--- src/ddsw_port.sv ---
`timescale 1ns/1ps
`default_nettype none

package ddsw_pkg;
  // ****************************************
  // Frame layout
  // ****************************************
  localparam int WORD_W = 24;
  localparam int DATA_W = 16;
  localparam logic [4:0] WORD_BITS = 5'h18;
  localparam logic [4:0] LAST_BIT = 5'h17;
  localparam int RSV_MSB = 23;
  localparam int RSV_LSB = 22;
  localparam int LOADB_BIT = 21;
  localparam int LOADA_BIT = 20;
  localparam int SEL_BIT = 18;
  localparam int PD_MSB = 17;
  localparam int PD_LSB = 16;
  localparam int FIFO_DEPTH = 32;
  // Host-side gap after 24th edge, not enforced here
  localparam int GAP_NS = 100;
  localparam int CLK_NS = 5;
  localparam int GAP_CYC = (GAP_NS + CLK_NS - 1) / CLK_NS;
  // ****************************************
  // Register map
  // ****************************************
  localparam logic [7:0] CTRL_OFS = 8'h00;
  localparam logic [7:0] STATUS_OFS = 8'h04;
  localparam logic [7:0] CHAN_A_OFS = 8'h08;
  localparam logic [7:0] CHAN_B_OFS = 8'h0C;
  localparam logic [7:0] LAST_OFS = 8'h10;
  localparam logic [7:0] FRAMES_OFS = 8'h14;
  localparam logic [7:0] ABORTS_OFS = 8'h18;
  localparam int HOLD_BIT = 0;
  localparam int ST_EMPTY_BIT = 0;
  localparam int ST_FULL_BIT = 1;
  localparam int ST_OVF_BIT = 2;
  localparam int ST_RSV_BIT = 3;
  localparam int ST_ACTIVE_BIT = 4;
  localparam int CHAN_PD_LSB = 16;
endpackage

// Overview of operation
// - Low frame select enables the shift register; high select disables it.
// - In a frame, each of the first 24 falling serial clock edges shifts one data bit in.
// - Frame word is 24 bits: control byte first, then 16 data bits.
// - Command executes right after the 24th falling edge while hold is clear, not at select rise.
// - Select rising before 24 bits aborts; only the abort counter changes.
// - After 24 bits the shift register freezes for the rest of frame.
// - Bits 23:22 reserved zero, bit 20 loads A, bit 21 loads B.
// - Bit 18 picks channel; bits 17:16 pick normal or power-down mode.
// - Channel registers reset to zero, change only on a valid write.
module ddsw_port (
  input wire logic pclk,
  input wire logic presetn,
  input wire logic psel,
  input wire logic penable,
  input wire logic pwrite,
  input wire logic [7:0] paddr,
  input wire logic [31:0] pwdata,
  output logic [31:0] prdata,
  output logic pready,
  output logic pslverr,
  input wire logic frame_select_n,
  input wire logic serial_clock_in,
  input wire logic serial_data_in,
  output logic [15:0] chan_a_code,
  output logic [15:0] chan_b_code,
  output logic [1:0] chan_a_powerdown,
  output logic [1:0] chan_b_powerdown
);

  typedef struct packed {
    logic fs_m;
    logic fs_s;
    logic sck_m;
    logic sck_s;
    logic sck_d;
    logic sdi_m;
    logic sdi_s;
    logic [4:0] bit_cnt;
    logic [23:0] shift;
    logic hold;
    logic ovf;
    logic rsv_err;
    logic [15:0] buf_a;
    logic [15:0] buf_b;
    logic [1:0] bpd_a;
    logic [1:0] bpd_b;
    logic [15:0] chan_a;
    logic [15:0] chan_b;
    logic [1:0] pd_a;
    logic [1:0] pd_b;
    logic [23:0] last_word;
    logic [15:0] frame_cnt;
    logic [15:0] abort_cnt;
    logic pready;
    logic pslverr;
    logic [31:0] prdata;
  } ddsw_state_t;

  ddsw_state_t s;
  ddsw_state_t next_s;
  logic sck_fall;
  logic push;
  logic pop;
  logic [23:0] rx_word;
  logic fifo_in_ready;
  logic fifo_out_valid;
  logic [23:0] fifo_word;
  logic [31:0] rd_val;
  logic rd_miss;

  // ****************************************
  // Command queue
  // ****************************************
  // Hold bit lets software stall execution; frames then pile up here
  ddsw_fifo #(
    .WIDTH(ddsw_pkg::WORD_W),
    .DEPTH(ddsw_pkg::FIFO_DEPTH)
  ) u_fifo (
    .pclk(pclk),
    .presetn(presetn),
    .in_valid(push),
    .in_ready(fifo_in_ready),
    .in_data(rx_word),
    .out_valid(fifo_out_valid),
    .out_ready(!s.hold),
    .out_data(fifo_word)
  );

  assign sck_fall = s.sck_d & ~s.sck_s;
  assign rx_word = {s.shift[ddsw_pkg::WORD_W-2:0], s.sdi_s};
  assign pop = fifo_out_valid & ~s.hold;

  always_comb begin
    rd_miss = 1'b0;
    rd_val = '0;
    unique case (paddr)
      ddsw_pkg::CTRL_OFS: rd_val[ddsw_pkg::HOLD_BIT] = s.hold;
      ddsw_pkg::STATUS_OFS: begin
        rd_val[ddsw_pkg::ST_EMPTY_BIT] = ~fifo_out_valid;
        rd_val[ddsw_pkg::ST_FULL_BIT] = ~fifo_in_ready;
        rd_val[ddsw_pkg::ST_OVF_BIT] = s.ovf;
        rd_val[ddsw_pkg::ST_RSV_BIT] = s.rsv_err;
        rd_val[ddsw_pkg::ST_ACTIVE_BIT] = ~s.fs_s;
      end
      ddsw_pkg::CHAN_A_OFS: rd_val = {14'h0000, s.pd_a, s.chan_a};
      ddsw_pkg::CHAN_B_OFS: rd_val = {14'h0000, s.pd_b, s.chan_b};
      ddsw_pkg::LAST_OFS: rd_val = {8'h00, s.last_word};
      ddsw_pkg::FRAMES_OFS: rd_val = {16'h0000, s.frame_cnt};
      ddsw_pkg::ABORTS_OFS: rd_val = {16'h0000, s.abort_cnt};
      default: rd_miss = 1'b1;
    endcase
  end

  always_comb begin
    next_s = s;
    push = 1'b0;
    // ****************************************
    // Pin synchronisers
    // ****************************************
    next_s.fs_m = frame_select_n;
    next_s.fs_s = s.fs_m;
    next_s.sck_m = serial_clock_in;
    next_s.sck_s = s.sck_m;
    next_s.sck_d = s.sck_s;
    next_s.sdi_m = serial_data_in;
    next_s.sdi_s = s.sdi_m;
    // ****************************************
    // APB slave, one wait state
    // ****************************************
    next_s.pready = 1'b0;
    next_s.pslverr = 1'b0;
    next_s.prdata = '0;
    if (psel && penable && !s.pready) begin
      next_s.pready = 1'b1;
      next_s.pslverr = rd_miss;
      next_s.prdata = rd_val;
    end
    if (psel && penable && s.pready && pwrite) begin
      if (paddr == ddsw_pkg::CTRL_OFS) begin
        next_s.hold = pwdata[ddsw_pkg::HOLD_BIT];
      end
      // Clear first so a same-cycle event below wins
      if (paddr == ddsw_pkg::STATUS_OFS) begin
        if (pwdata[ddsw_pkg::ST_OVF_BIT]) begin
          next_s.ovf = 1'b0;
        end
        if (pwdata[ddsw_pkg::ST_RSV_BIT]) begin
          next_s.rsv_err = 1'b0;
        end
      end
    end
    // ****************************************
    // Serial receiver
    // ****************************************
    if (s.fs_s) begin
      if (s.bit_cnt != '0 && s.bit_cnt < ddsw_pkg::WORD_BITS) begin
        next_s.abort_cnt = s.abort_cnt + 16'h0001;
      end
      next_s.bit_cnt = '0;
      next_s.shift = '0;
    end else if (sck_fall && s.bit_cnt < ddsw_pkg::WORD_BITS) begin
      // Counter stops at 24, which freezes the shifter
      next_s.shift = rx_word;
      next_s.bit_cnt = s.bit_cnt + 5'h01;
      if (s.bit_cnt == ddsw_pkg::LAST_BIT) begin
        push = 1'b1;
        if (fifo_in_ready) begin
          next_s.last_word = rx_word;
          next_s.frame_cnt = s.frame_cnt + 16'h0001;
        end else begin
          // Source cannot be stalled; a full queue drops the frame
          next_s.ovf = 1'b1;
        end
      end
    end
    // ****************************************
    // Command execution
    // ****************************************
    if (pop) begin
      if (fifo_word[ddsw_pkg::RSV_MSB:ddsw_pkg::RSV_LSB] != 2'h0) begin
        next_s.rsv_err = 1'b1;
      end else begin
        if (fifo_word[ddsw_pkg::SEL_BIT]) begin
          next_s.buf_b = fifo_word[ddsw_pkg::DATA_W-1:0];
          next_s.bpd_b = fifo_word[ddsw_pkg::PD_MSB:ddsw_pkg::PD_LSB];
        end else begin
          next_s.buf_a = fifo_word[ddsw_pkg::DATA_W-1:0];
          next_s.bpd_a = fifo_word[ddsw_pkg::PD_MSB:ddsw_pkg::PD_LSB];
        end
        if (fifo_word[ddsw_pkg::LOADA_BIT]) begin
          next_s.chan_a = next_s.buf_a;
          next_s.pd_a = next_s.bpd_a;
        end
        if (fifo_word[ddsw_pkg::LOADB_BIT]) begin
          next_s.chan_b = next_s.buf_b;
          next_s.pd_b = next_s.bpd_b;
        end
      end
    end
  end

  // Zero reset puts both channels at zero-scale
  always_ff @(posedge pclk or negedge presetn) begin
    if (!presetn) begin
      s <= '0;
    end else begin
      s <= next_s;
    end
  end

  assign prdata = s.prdata;
  assign pready = s.pready;
  assign pslverr = s.pslverr;
  assign chan_a_code = s.chan_a;
  assign chan_b_code = s.chan_b;
  assign chan_a_powerdown = s.pd_a;
  assign chan_b_powerdown = s.pd_b;
endmodule

`default_nettype wire

--- src/ddsw_fifo.sv ---
`timescale 1ns/1ps
`default_nettype none

module ddsw_fifo #(
  parameter int WIDTH = 24,
  parameter int DEPTH = 32
) (
  input wire logic pclk,
  input wire logic presetn,
  input wire logic in_valid,
  output logic in_ready,
  input wire logic [WIDTH-1:0] in_data,
  output logic out_valid,
  input wire logic out_ready,
  output logic [WIDTH-1:0] out_data
);

  localparam int AW = $clog2(DEPTH);
  localparam logic [AW:0] FULL_COUNT = (AW+1)'(DEPTH);

  typedef struct packed {
    logic [AW-1:0] wr_ptr;
    logic [AW-1:0] rd_ptr;
    logic [AW:0] count;
  } ddsw_fifo_state_t;

  ddsw_fifo_state_t s;
  ddsw_fifo_state_t next_s;
  logic [WIDTH-1:0] mem [DEPTH];
  logic do_wr;
  logic do_rd;

  assign in_ready = (s.count != FULL_COUNT);
  assign out_valid = (s.count != '0);
  assign out_data = mem[s.rd_ptr];
  assign do_wr = in_valid & in_ready;
  assign do_rd = out_valid & out_ready;

  always_comb begin
    next_s = s;
    if (do_wr) begin
      next_s.wr_ptr = (s.wr_ptr == AW'(DEPTH - 1)) ? '0 : s.wr_ptr + 1'b1;
    end
    if (do_rd) begin
      next_s.rd_ptr = (s.rd_ptr == AW'(DEPTH - 1)) ? '0 : s.rd_ptr + 1'b1;
    end
    next_s.count = s.count + (AW+1)'(do_wr) - (AW+1)'(do_rd);
  end

  always_ff @(posedge pclk or negedge presetn) begin
    if (!presetn) begin
      s <= '0;
    end else begin
      s <= next_s;
    end
  end

  // Storage needs no reset; empty flag guards stale words
  always_ff @(posedge pclk) begin
    if (do_wr) begin
      mem[s.wr_ptr] <= in_data;
    end
  end
endmodule

`default_nettype wire

--- config.mk ---
export PLATFORM = sky130hd
export DESIGN_NAME = ddsw_port
export DESIGN_NICKNAME = d
export VERILOG_FILES = /design/src/ddsw_port.sv /design/src/ddsw_fifo.sv
export SDC_FILE = /design/constraint.sdc
export NUM_CORES = 1
export LEC_CHECK = 0
export BUFFER_PORTS_ARGS = -buffer_cell sky130_fd_sc_hd__buf_2
export CAP_MARGIN = 0
export CORE_ASPECT_RATIO = 0.7
export CORE_MARGIN = 10
export CORE_UTILIZATION = 65
export CTS_CLUSTER_DIAMETER = 200
export CTS_CLUSTER_SIZE = 12
export DETAILED_ROUTE_END_ITERATION = 10
export GPL_ROUTABILITY_DRIVEN = 0
export PLACE_DENSITY = 0.83
export SLEW_MARGIN = 10
export SYNTH_ARGS = -nofsm -noshare
export SYNTH_HDL_FRONTEND = slang
export SYNTH_SLANG_ARGS = --single-unit
--- constraint.sdc ---
create_clock -name pclk -period 9.5 [get_ports pclk]
set_input_delay 0.95 -clock pclk [delete_from_list [all_inputs] [get_ports pclk]]
set_output_delay 0.95 -clock pclk [all_outputs]
set_load 0.02 [all_outputs]
==> results.md, run 1 <==
- During placement, the flow inserted port buffers numbering 80.
- The first routing iteration left around 2500 violations.
- Sorting the synthesized cells by how often they occur yields 736 x sky130_fd_sc_hd__edfxtp_1, 208 x sky130_fd_sc_hd__dfrtp_1, 145 x sky130_fd_sc_hd__mux4_2.
- Summing the sequential cell areas from Yosys gives 71.7% of the chip area.
- The share of post-route cells with drive strength above 1 is 24.0%.
- The count of boundary I/O pins is roughly 120.
- The core area is 0.0581 mm².
- The number of antenna violations at the first check in global routing was 0.
- The floorplan step defined a die boundary enclosing 0.0688 mm².
- The clock reaches the later pin of the worst-skew pair after 0.63 ns.
- The share of the synthesized area in compound gates (AO/OA/AOI/OAI) is 4.29%.
- The filler cells instantiated in the layout total roughly 3300.
- The number of antenna diodes in the final layout is 0.
- The startpoint of the lowest-slack register-to-register path is u_fifo.s[6].
- The power per cell area is 187 mW/mm².
- The final core utilization is between 70% and 80%.
- The worst hold-check path type is flip-flop to flip-flop.
- The detail route stage leaves a number of antenna-violating nets equal to 0.
- The pin count of the biggest net entering global routing is 143.
- The number of gates resized after cts is 0.
- In this run the worst setup path begins at u_fifo.s[6].
- The CTS sink count is 944.
- Summed over all nets, wire length on met2 after detailed routing comes to 41.2 mm.
- The total global-route track usage is 24.3%.
- The critical path data required time is 10.00 ns.
- Sorting the synthesized cells by area gives the leading types as sky130_fd_sc_hd__edfxtp_1 58%, sky130_fd_sc_hd__dfrtp_1 14%, sky130_fd_sc_hd__mux4_2 8.6%.
- The most instantiated flip-flop cell in the synthesis netlist is sky130_fd_sc_hd__edfxtp_1.
- The final layout contains 2248 nets.
- The maximum clock skew at final layout is 0.0240 ns.
- The portion of the clock cycle consumed by the worst path in the final layout is 50.3%.
- The TritonCTS clock tree is yes.
- In this run the mean area of a mapped cell was 17.8 µm².
- The async set or reset register ratio after synthesis is approximately 22%.
- Counting distinct cell types in the post-synthesis netlist gives 70.
- The slew at the pin closest to its max-slew limit is 1.24 ns.
- The flow ran to the end, and the final reports show no timing, DRC or antenna violations.
- The kind of end point of the critical path is a flip-flop.
- The post-detailed-placement cell area is 0.0388 mm².
- The detailed router put a total of 32.9 mm of wire on met1.
- The area growth from synthesis to layout is 8.51%.
- The routed length on met3 is approximately 7 mm.
- The accumulated negative setup slack is 0 ns.
- The multi-input combinational cells in the finished layout cover a total of about 0.0097 mm².
- The biggest fanout along the worst timing path is 38.
- The wire-length estimate of the detail-placed layout is 48.9 mm.
- The wire length per cell is 28.0 µm.
- After global routing the overflow that remains totals 0.
- The final hold violation count is 0.
- The synthesized-area fraction occupied by adder cells is 0.710%.
- In the synthesized netlist, mux cells make up 15.1% of the area.
- The cell taking the most area after synthesis is sky130_fd_sc_hd__edfxtp_1.
- The number of hold buffers added after CTS was 0.
- Setup repair after global routing left no endpoint under its margin.
- Measured against its own limit, the worst slew margin works out to 17.3%.
- The count of pins over their slew limit is 0.
- In the routed design, unresolved DRC markers number 0.
- The tool flagged a number of max-cap violations equal to 0.
- The cell total after placement is 2849.
- After synthesis, the largest family of logic cells by area is multiplexers.
- The reported leakage power is 14.2 nW.
- The total clock buffers created by CTS is between 80 and 90.
- The most numerous cell in the Yosys netlist is sky130_fd_sc_hd__edfxtp_1.
- The arrival time at the worst endpoint is 5.29 ns.
- For this run, the detailed router's first-pass iteration total came to 5.
- The worst-case setup slack after placement is 4.73 ns.
- The startpoint identified for the worst hold timing path is next_s[194].
- The first global-routing pass estimated ~130 mm of wire.
- The fraction of post-synthesis cell area in the top cell type by area is about three fifths.
- The sequential cells in the finished layout cover a total of 0.0273 mm².
- The peak supply drop is ~0.23 mV.
- The maximum buffer depth of the clock tree is 3.
- The fraction of synthesized cell area in xor and xnor cells is 0.851%.
- The worst setup path category is flip-flop to flip-flop.
- The detail-routed via count per cell is a little under 7.
- The total length of routed wires is around 84 mm.
- The number of global-route vias before repair is 20700.
- The synthesized netlist devotes 3.80% of its cell area to simple gates.
- With fillers left out, the area of the finished cells amounts to a little over 0.04 mm².
- The floorplan step set the die height to 223 µm.
- The worst setup path is launched from a flip-flop.
- In this run, synthesis inferred 736 flip-flops with an integrated enable.
- The number of post-CTS setup repair buffers is 0.
- The synthesized design contains 944 register bits.
- The horizontal extent of the die is a little over 300 µm.
- The number of H-tree levels is 3.
- For this block, the via count after detailed routing is 20100.
- The worst setup slack after layout is 4.72 ns.
- The clock edge transition at the registers on the reported setup and hold paths is 0.06 ns.
- For this configuration, the core starts out at a cell density of 65.5%.
- The post-layout instance count excluding filler cells is 2982.
- Signal routing reaches up to met4.
- The count of endpoints failing setup in the final report is 0.
- During synthesis, Yosys emitted a total of 0 warnings.
- The floorplan has 74 rows.
- The root buffer selected by CTS is sky130_fd_sc_hd__clkbuf_16.
- Derived from the worst setup path, the maximum achievable clock frequency is around 210 MHz.
- After layout, the minimum clock period comes to 4.78 ns.
- The number of instances in the synthesized netlist is ~2100.
- After synthesis the cells add up to 0.0381 mm².
==> report_power, final <==
part / leakage, nW / internal (mW) / total (mW) / switching (mW)
Combinational: 3.56 / 0.0217 / 0.0711 / 0.0493
Sequential: 9.48 / 4.42 / 4.44 / 0.0201
Clock: 1.19 / 1.75 / 3.20 / 1.45
==> per-layer routing <==
metal / GRT usage, % / up-vias
li1: - / 8325
met2: 39.0 / 1146
met5: 0 / -
met1: 34.0 / 10500
met4: 7.59 / 0
met3: 4.18 / 194
==> cells in the final DEF, fill, tap and decap left out, types with 11 or more instances in the layout <==
master	count
sky130_fd_sc_hd__edfxtp_1	736
sky130_fd_sc_hd__dfrtp_1	204
sky130_fd_sc_hd__mux4_2	145
sky130_fd_sc_hd__nand2_1	118
sky130_fd_sc_hd__mux2_2	99
sky130_fd_sc_hd__mux2i_1	90
sky130_fd_sc_hd__clkbuf_16	89
sky130_fd_sc_hd__buf_2	79
sky130_fd_sc_hd__o22ai_1	64
sky130_fd_sc_hd__inv_1	58
sky130_fd_sc_hd__nor2_1	55
sky130_fd_sc_hd__a21oi_1	52
sky130_fd_sc_hd__clkbuf_1	37
sky130_fd_sc_hd__buf_4	35
sky130_fd_sc_hd__xnor2_1	24
sky130_fd_sc_hd__a211oi_1	24
sky130_fd_sc_hd__nor3_1	21
sky130_fd_sc_hd__mux2_4	20
sky130_fd_sc_hd__ha_1	20
sky130_fd_sc_hd__nand3_1	18
sky130_fd_sc_hd__nor2_4	18
sky130_fd_sc_hd__a211o_1	18
sky130_fd_sc_hd__a22oi_1	13
sky130_fd_sc_hd__a21o_1	13
sky130_fd_sc_hd__xor2_1	13
sky130_fd_sc_hd__and2_1	11
sky130_fd_sc_hd__o21ai_0	11
sky130_fd_sc_hd__a221oi_1	11
==> flip-flops by register name, indices dropped and copies added, names as in the netlist, 2 cells and up <==
register          count
prdata               24
u_fifo.mem          736
rx_word              24
s                   102
next_s                4
chan_a_code          16
chan_a_powerdown      2
chan_b_code          16
chan_b_powerdown      2
u_fifo.s             16
==> worst paths after layout <==
| path | end | slack [ns] | cells after the start |
|---|---|---|---|
| setup / recovery | chan_b_code[15] | 4.72 | 8 |
| hold / removal | rx_word[0] | 0.35 | 0 |
| setup reg to reg | chan_b_code[15] | 4.72 | 8 |
| hold reg to reg | rx_word[0] | 0.35 | 0 |
| max in group asynchronous | u_fifo.s[7] | 7.30 | 2 |
| min in group asynchronous | s[140] | 0.49 | 1 |
==> stage by stage <==
step,hold slack (ns),total power [mW]
after detailed placement,0.340,4.59
final,0.353,7.71
after global placement,0.332,4.59
after global routing,0.362,7.90
after floorplan,0.331,4.56
after CTS,0.354,7.74
==> logic make-up (layout without fill, tap and decap cells) <==
family,count (synthesis),after routing
AND/OR/NAND/NOR,311,311
flip-flops,944,944
multiplexers,361,361
buffers and inverters,235,309
AO/OA/AOI/OAI,231,231
adder cells (fa/ha/maj),21,21
other,1,8
XOR/XNOR,37,37
==> critical path: stages, from the launching register on <==
cell and delay, ns:
sky130_fd_sc_hd__dfrtp_4 0.72, sky130_fd_sc_hd__buf_4 0.69, sky130_fd_sc_hd__buf_4 0.66, sky130_fd_sc_hd__or3b_2 0.79, sky130_fd_sc_hd__o22ai_1 0.26, sky130_fd_sc_hd__a211oi_1 0.08, sky130_fd_sc_hd__a211o_2 0.74, sky130_fd_sc_hd__mux2i_1 0.29
sky130_fd_sc_hd__mux2_2 0.34
==> area by class of cell <==
| cell class | instances | area share [%] |
|---|---|---|
| flip-flops and latches | 944 | 66.1 |
| multi-input cells | 969 | 23.4 |
| clock buffers | 126 | 5.73 |
| well taps | 760 | 2.30 |
| repair buffers | 116 | 1.67 |
| inverters | 60 | 0.545 |
| clock inverters | 7 | 0.263 |
Power figures use the tool's default switching activity.
==> inputs of run 2 (changes only) <==
Settings changed: CORE_UTILIZATION 65 to 62, PLACE_DENSITY 0.83 to 0.79.
Clock period 9.5 ns to 4.5 ns, I/O delays scaled along.
==> results.md, run 2 (synthesis gave the netlist of run 1 again) <==
- The CTS sink count was 944 (unchanged).
- The max capacitance violation total is 0 (unchanged).
- The peak supply drop is 0.317 mV (was 0.231 mV).
- The flip-flop count of the largest register, all copies and words added is 736 (unchanged).
- The reported leakage power is 14.6 nW (was 14.2 nW).
- The die footprint is 0.0719 mm² (was 0.0688 mm²).
- The cell count of the worst hold path is 2 (was 0).
- The root buffer selected by CTS was sky130_fd_sc_hd__clkbuf_16 (unchanged).
- The post-DP HPWL was 49.0 mm (was 48.9 mm).
- The layout net count is 2275 (was 2248).
- The startpoint class of the critical path is a flip-flop (unchanged).
- The most common cell after layout, fill and taps aside was sky130_fd_sc_hd__edfxtp_1 (unchanged).
- The TritonCTS clock tree is yes (unchanged).
- The slew at the pin closest to its max-slew limit came to 1.23 ns (was 1.24 ns).
- The critical path data required time is 5.06 ns (was 10.00 ns).
- The arrival time at the worst endpoint is 4.07 ns (was 5.29 ns).
- The worst reg-to-reg path cell count is 7 (was 8).
- The maximum buffer depth of the clock tree is 3 (unchanged).
- The count of pins over their slew limit came to 0 (unchanged).
- The number of cell rows came to 75 (was 74).
- The clock edge transition at the registers on the reported setup and hold paths came to 0.06 ns (about the same).
- The capturing point of the worst reg2reg path was s[144] (was chan_b_code[15]).
- The kind of end point of the critical path is a flip-flop (unchanged).
- The worst hold-check path type is input port to flip-flop (was flip-flop to flip-flop).
- The effective utilization at floorplan came to 63.1% (was 65.5%).
- The die boundary height came to 227 µm (was 223 µm).
- The number of buffer and inverter instances along the worst setup path was 2 (unchanged).
- The horizontal extent of the die is 316 µm (was 309 µm).
- The wire length of the first global-routing pass is 125 mm (was 127 mm).
- The start point of the worst hold path is pwdata[0] (was next_s[194]).
- The clock period minus final worst setup slack is 3.51 ns (was 4.78 ns).
- The source-to-sink clock delay at the later pin of the worst-skew pair is 0.62 ns (was 0.63 ns).
- The count of boundary I/O pins came to 118 (unchanged).
- The kind of cell adding the most delay to the critical path is multiplexers (was buffers and inverters).
- The worst setup path category is flip-flop to flip-flop (unchanged).
- The diode insertion count for antenna repair came to 0 (unchanged).
- The internal power came to 13.1 mW (was 6.19 mW).
- Critical-path cell list: buf_12 > mux4_2 > a211oi_1 > a211o_2 > buf_12 > mux2i_1 > mux2_2 (was buf_4 > buf_4 > or3b_2 > o22ai_1 > a211oi_1 > a211o_2 > mux2i_1 > mux2_2).
- The cell area after layout came to 0.0416 mm² (was 0.0413 mm²).
- The total of buffers placed on input and output ports is 80 (unchanged).
- The portion of total power attributed to combinational logic is 0.9% (about the same).
- The sequential share of power is 57.7% (was 57.6%).
- RSZ-0062 raised after global routing: false (unchanged).
- The post-detailed-placement cell area was 0.0390 mm² (was 0.0388 mm²).
- The worst hold slack is 0.0762 ns (was 0.353 ns).
- The number of post-CTS setup repair buffers came to 0 (unchanged).
- Outcome: complete, no violations (unchanged).
- The pin count of the biggest net entering global routing was 113 (was 143).
- The number of gates resized after cts is 0 (unchanged).
- The remaining global-route overflow is 0 (unchanged).
- The power per cell area came to 391 mW/mm² (was 187 mW/mm²).
- The end point of the worst hold path is s[164] (was rx_word[0]).
- The maximum clock skew at final layout is 0.0151 ns (was 0.0240 ns).
- The post-detailed-route count of antenna-violating nets is 0 (unchanged).
- The remaining routing DRC violations is 0 (unchanged).
- The reg2reg setup slack came to 0.99 ns (was 4.72 ns).
- The share of post-route cells with drive strength above 1 was 24.8% (was 24.0%).
- The via count of the routed design is 19900 (was 20100).
- The number of global-route vias before repair is 20200 (was 20700).
- The accumulated negative setup slack was 0 ns (unchanged).
- The portion of the clock cycle consumed by the worst path in the final layout is 78.1% (was 50.3%).
- The cell count along the critical path was 7 (was 8).
- The core area is 0.0603 mm² (was 0.0581 mm²).
- The highest-delay cell along the critical path was sky130_fd_sc_hd__dfrtp_4 (was sky130_fd_sc_hd__or3b_2).
- The final core utilization is 68.9% (was 71.1%).
- Largest registers: u_fifo.mem x736, s x102 (unchanged).
- The filler cell count in the final layout is 3608 (was 3256).
- Most used cells in the layout excluding fill and tap cells: 736 x sky130_fd_sc_hd__edfxtp_1, 205 x sky130_fd_sc_hd__dfrtp_1, 145 x sky130_fd_sc_hd__mux4_2 (was 736 x sky130_fd_sc_hd__edfxtp_1, 204 x sky130_fd_sc_hd__dfrtp_1, 145 x sky130_fd_sc_hd__mux4_2).
- The power share of the clock group came to 41.4% (was 41.5%).
- The area growth from synthesis to layout was 9.12% (was 8.51%).
- The startpoint of the lowest-slack register-to-register path is u_fifo.s[6] (unchanged).
- The total clock buffers created by CTS came to 88 (unchanged).
- The total length of routed wires is 81.9 mm (was 83.6 mm).
- The count of endpoints failing setup in the final report was 0 (unchanged).
- The total chip power is 16.3 mW (was 7.71 mW).
- The first-pass iteration count of the detailed router is 7 (was 5).
- The highest cell delay on the worst timing path is 0.99 ns (was 0.79 ns).
- The detail-routed via count per cell came to 6.54 (was 6.75).
- The number of antenna violations at the first check in global routing is 0 (unchanged).
- The most flop-heavy register was u_fifo.mem (unchanged).
- The total global-route track usage came to 22.9% (was 24.3%).
- The switching power of the nets is 3.10 mW (was 1.52 mW).
- The biggest fanout along the worst timing path came to 49 (was 38).
- The wire length per cell was 26.9 µm (was 28.0 µm).
- The number of H-tree levels is 3 (unchanged).
- The most frequent cell on the critical path is sky130_fd_sc_hd__buf_12 (was sky130_fd_sc_hd__buf_4).
- The peak clock frequency supported by timing is 285 MHz (was 209 MHz).
- The final hold violation count was 0 (unchanged).
- The worst slew margin relative to its limit is 17.8% (was 17.3%).
- The switching share of power was 19.1% (was 19.7%).
- The count of routing violations after the opening detailed-route iteration came to 2445 (was 2502).
-- run 2: worst max-delay path by stage --
stage / startpoint / to / slack [ns]
after floorplan: u_fifo.s[2] / u_fifo.mem[21][0] / 0.62
after global placement: u_fifo.s[6] / s[142] / 1.15
after detailed placement: u_fifo.s[6] / chan_b_code[12] / 1.08
after CTS: u_fifo.s[6] / s[144] / 0.99
after global routing: u_fifo.s[6] / s[143] / 0.85
final: u_fifo.s[6] / s[144] / 0.99
-- run 2: cell type report --
type | instances | area, µm² | area share, %
inverters | 60 | 225 | 0.542
clock inverters | 3 | 47.5 | 0.114
well taps | 808 | 1010 | 2.43
repair buffers | 143 | 956 | 2.30
flip-flops and latches | 944 | 27300 | 65.7
multi-input cells | 969 | 9580 | 23.0
clock buffers | 120 | 2430 | 5.84
-- run 2: power groups by stage --
stage          Clock (mW)  Sequential (mW)  Combinational, mW
6_report             6.72             9.37              0.154
3_3_place_gp            0             9.55              0.142
5_1_grt              7.14             9.37              0.172
4_1_cts              6.81             9.37              0.154
3_5_place_dp            0             9.55              0.150
2_1_floorplan           0             9.54             0.0846
-- run 2: through the flow --
| stage | setup WS, ns | instances |
|---|---|---|
| floorplan | 0.622 | 2148 |
| CTS | 0.989 | 3047 |
| detailed placement | 1.08 | 2920 |
| global placement | 1.15 | 2920 |
| finish | 0.986 | 3047 |
| global route | 0.850 | 3047 |
-- run 2: what timing repair did --
item,CTS,global route
endpoints found under the hold margin,112,0
setup endpoints to repair,0,0
hold buffers,4,0
-- run 2: metal layers --
metal	part of all wire, %	vias up	track usage [%]
met4	2.2	0	5.84
met2	49	983	36.4
met5	0	-	0
met3	7.9	141	3.71
met1	41	10400	33.2
li1	-	8361	-
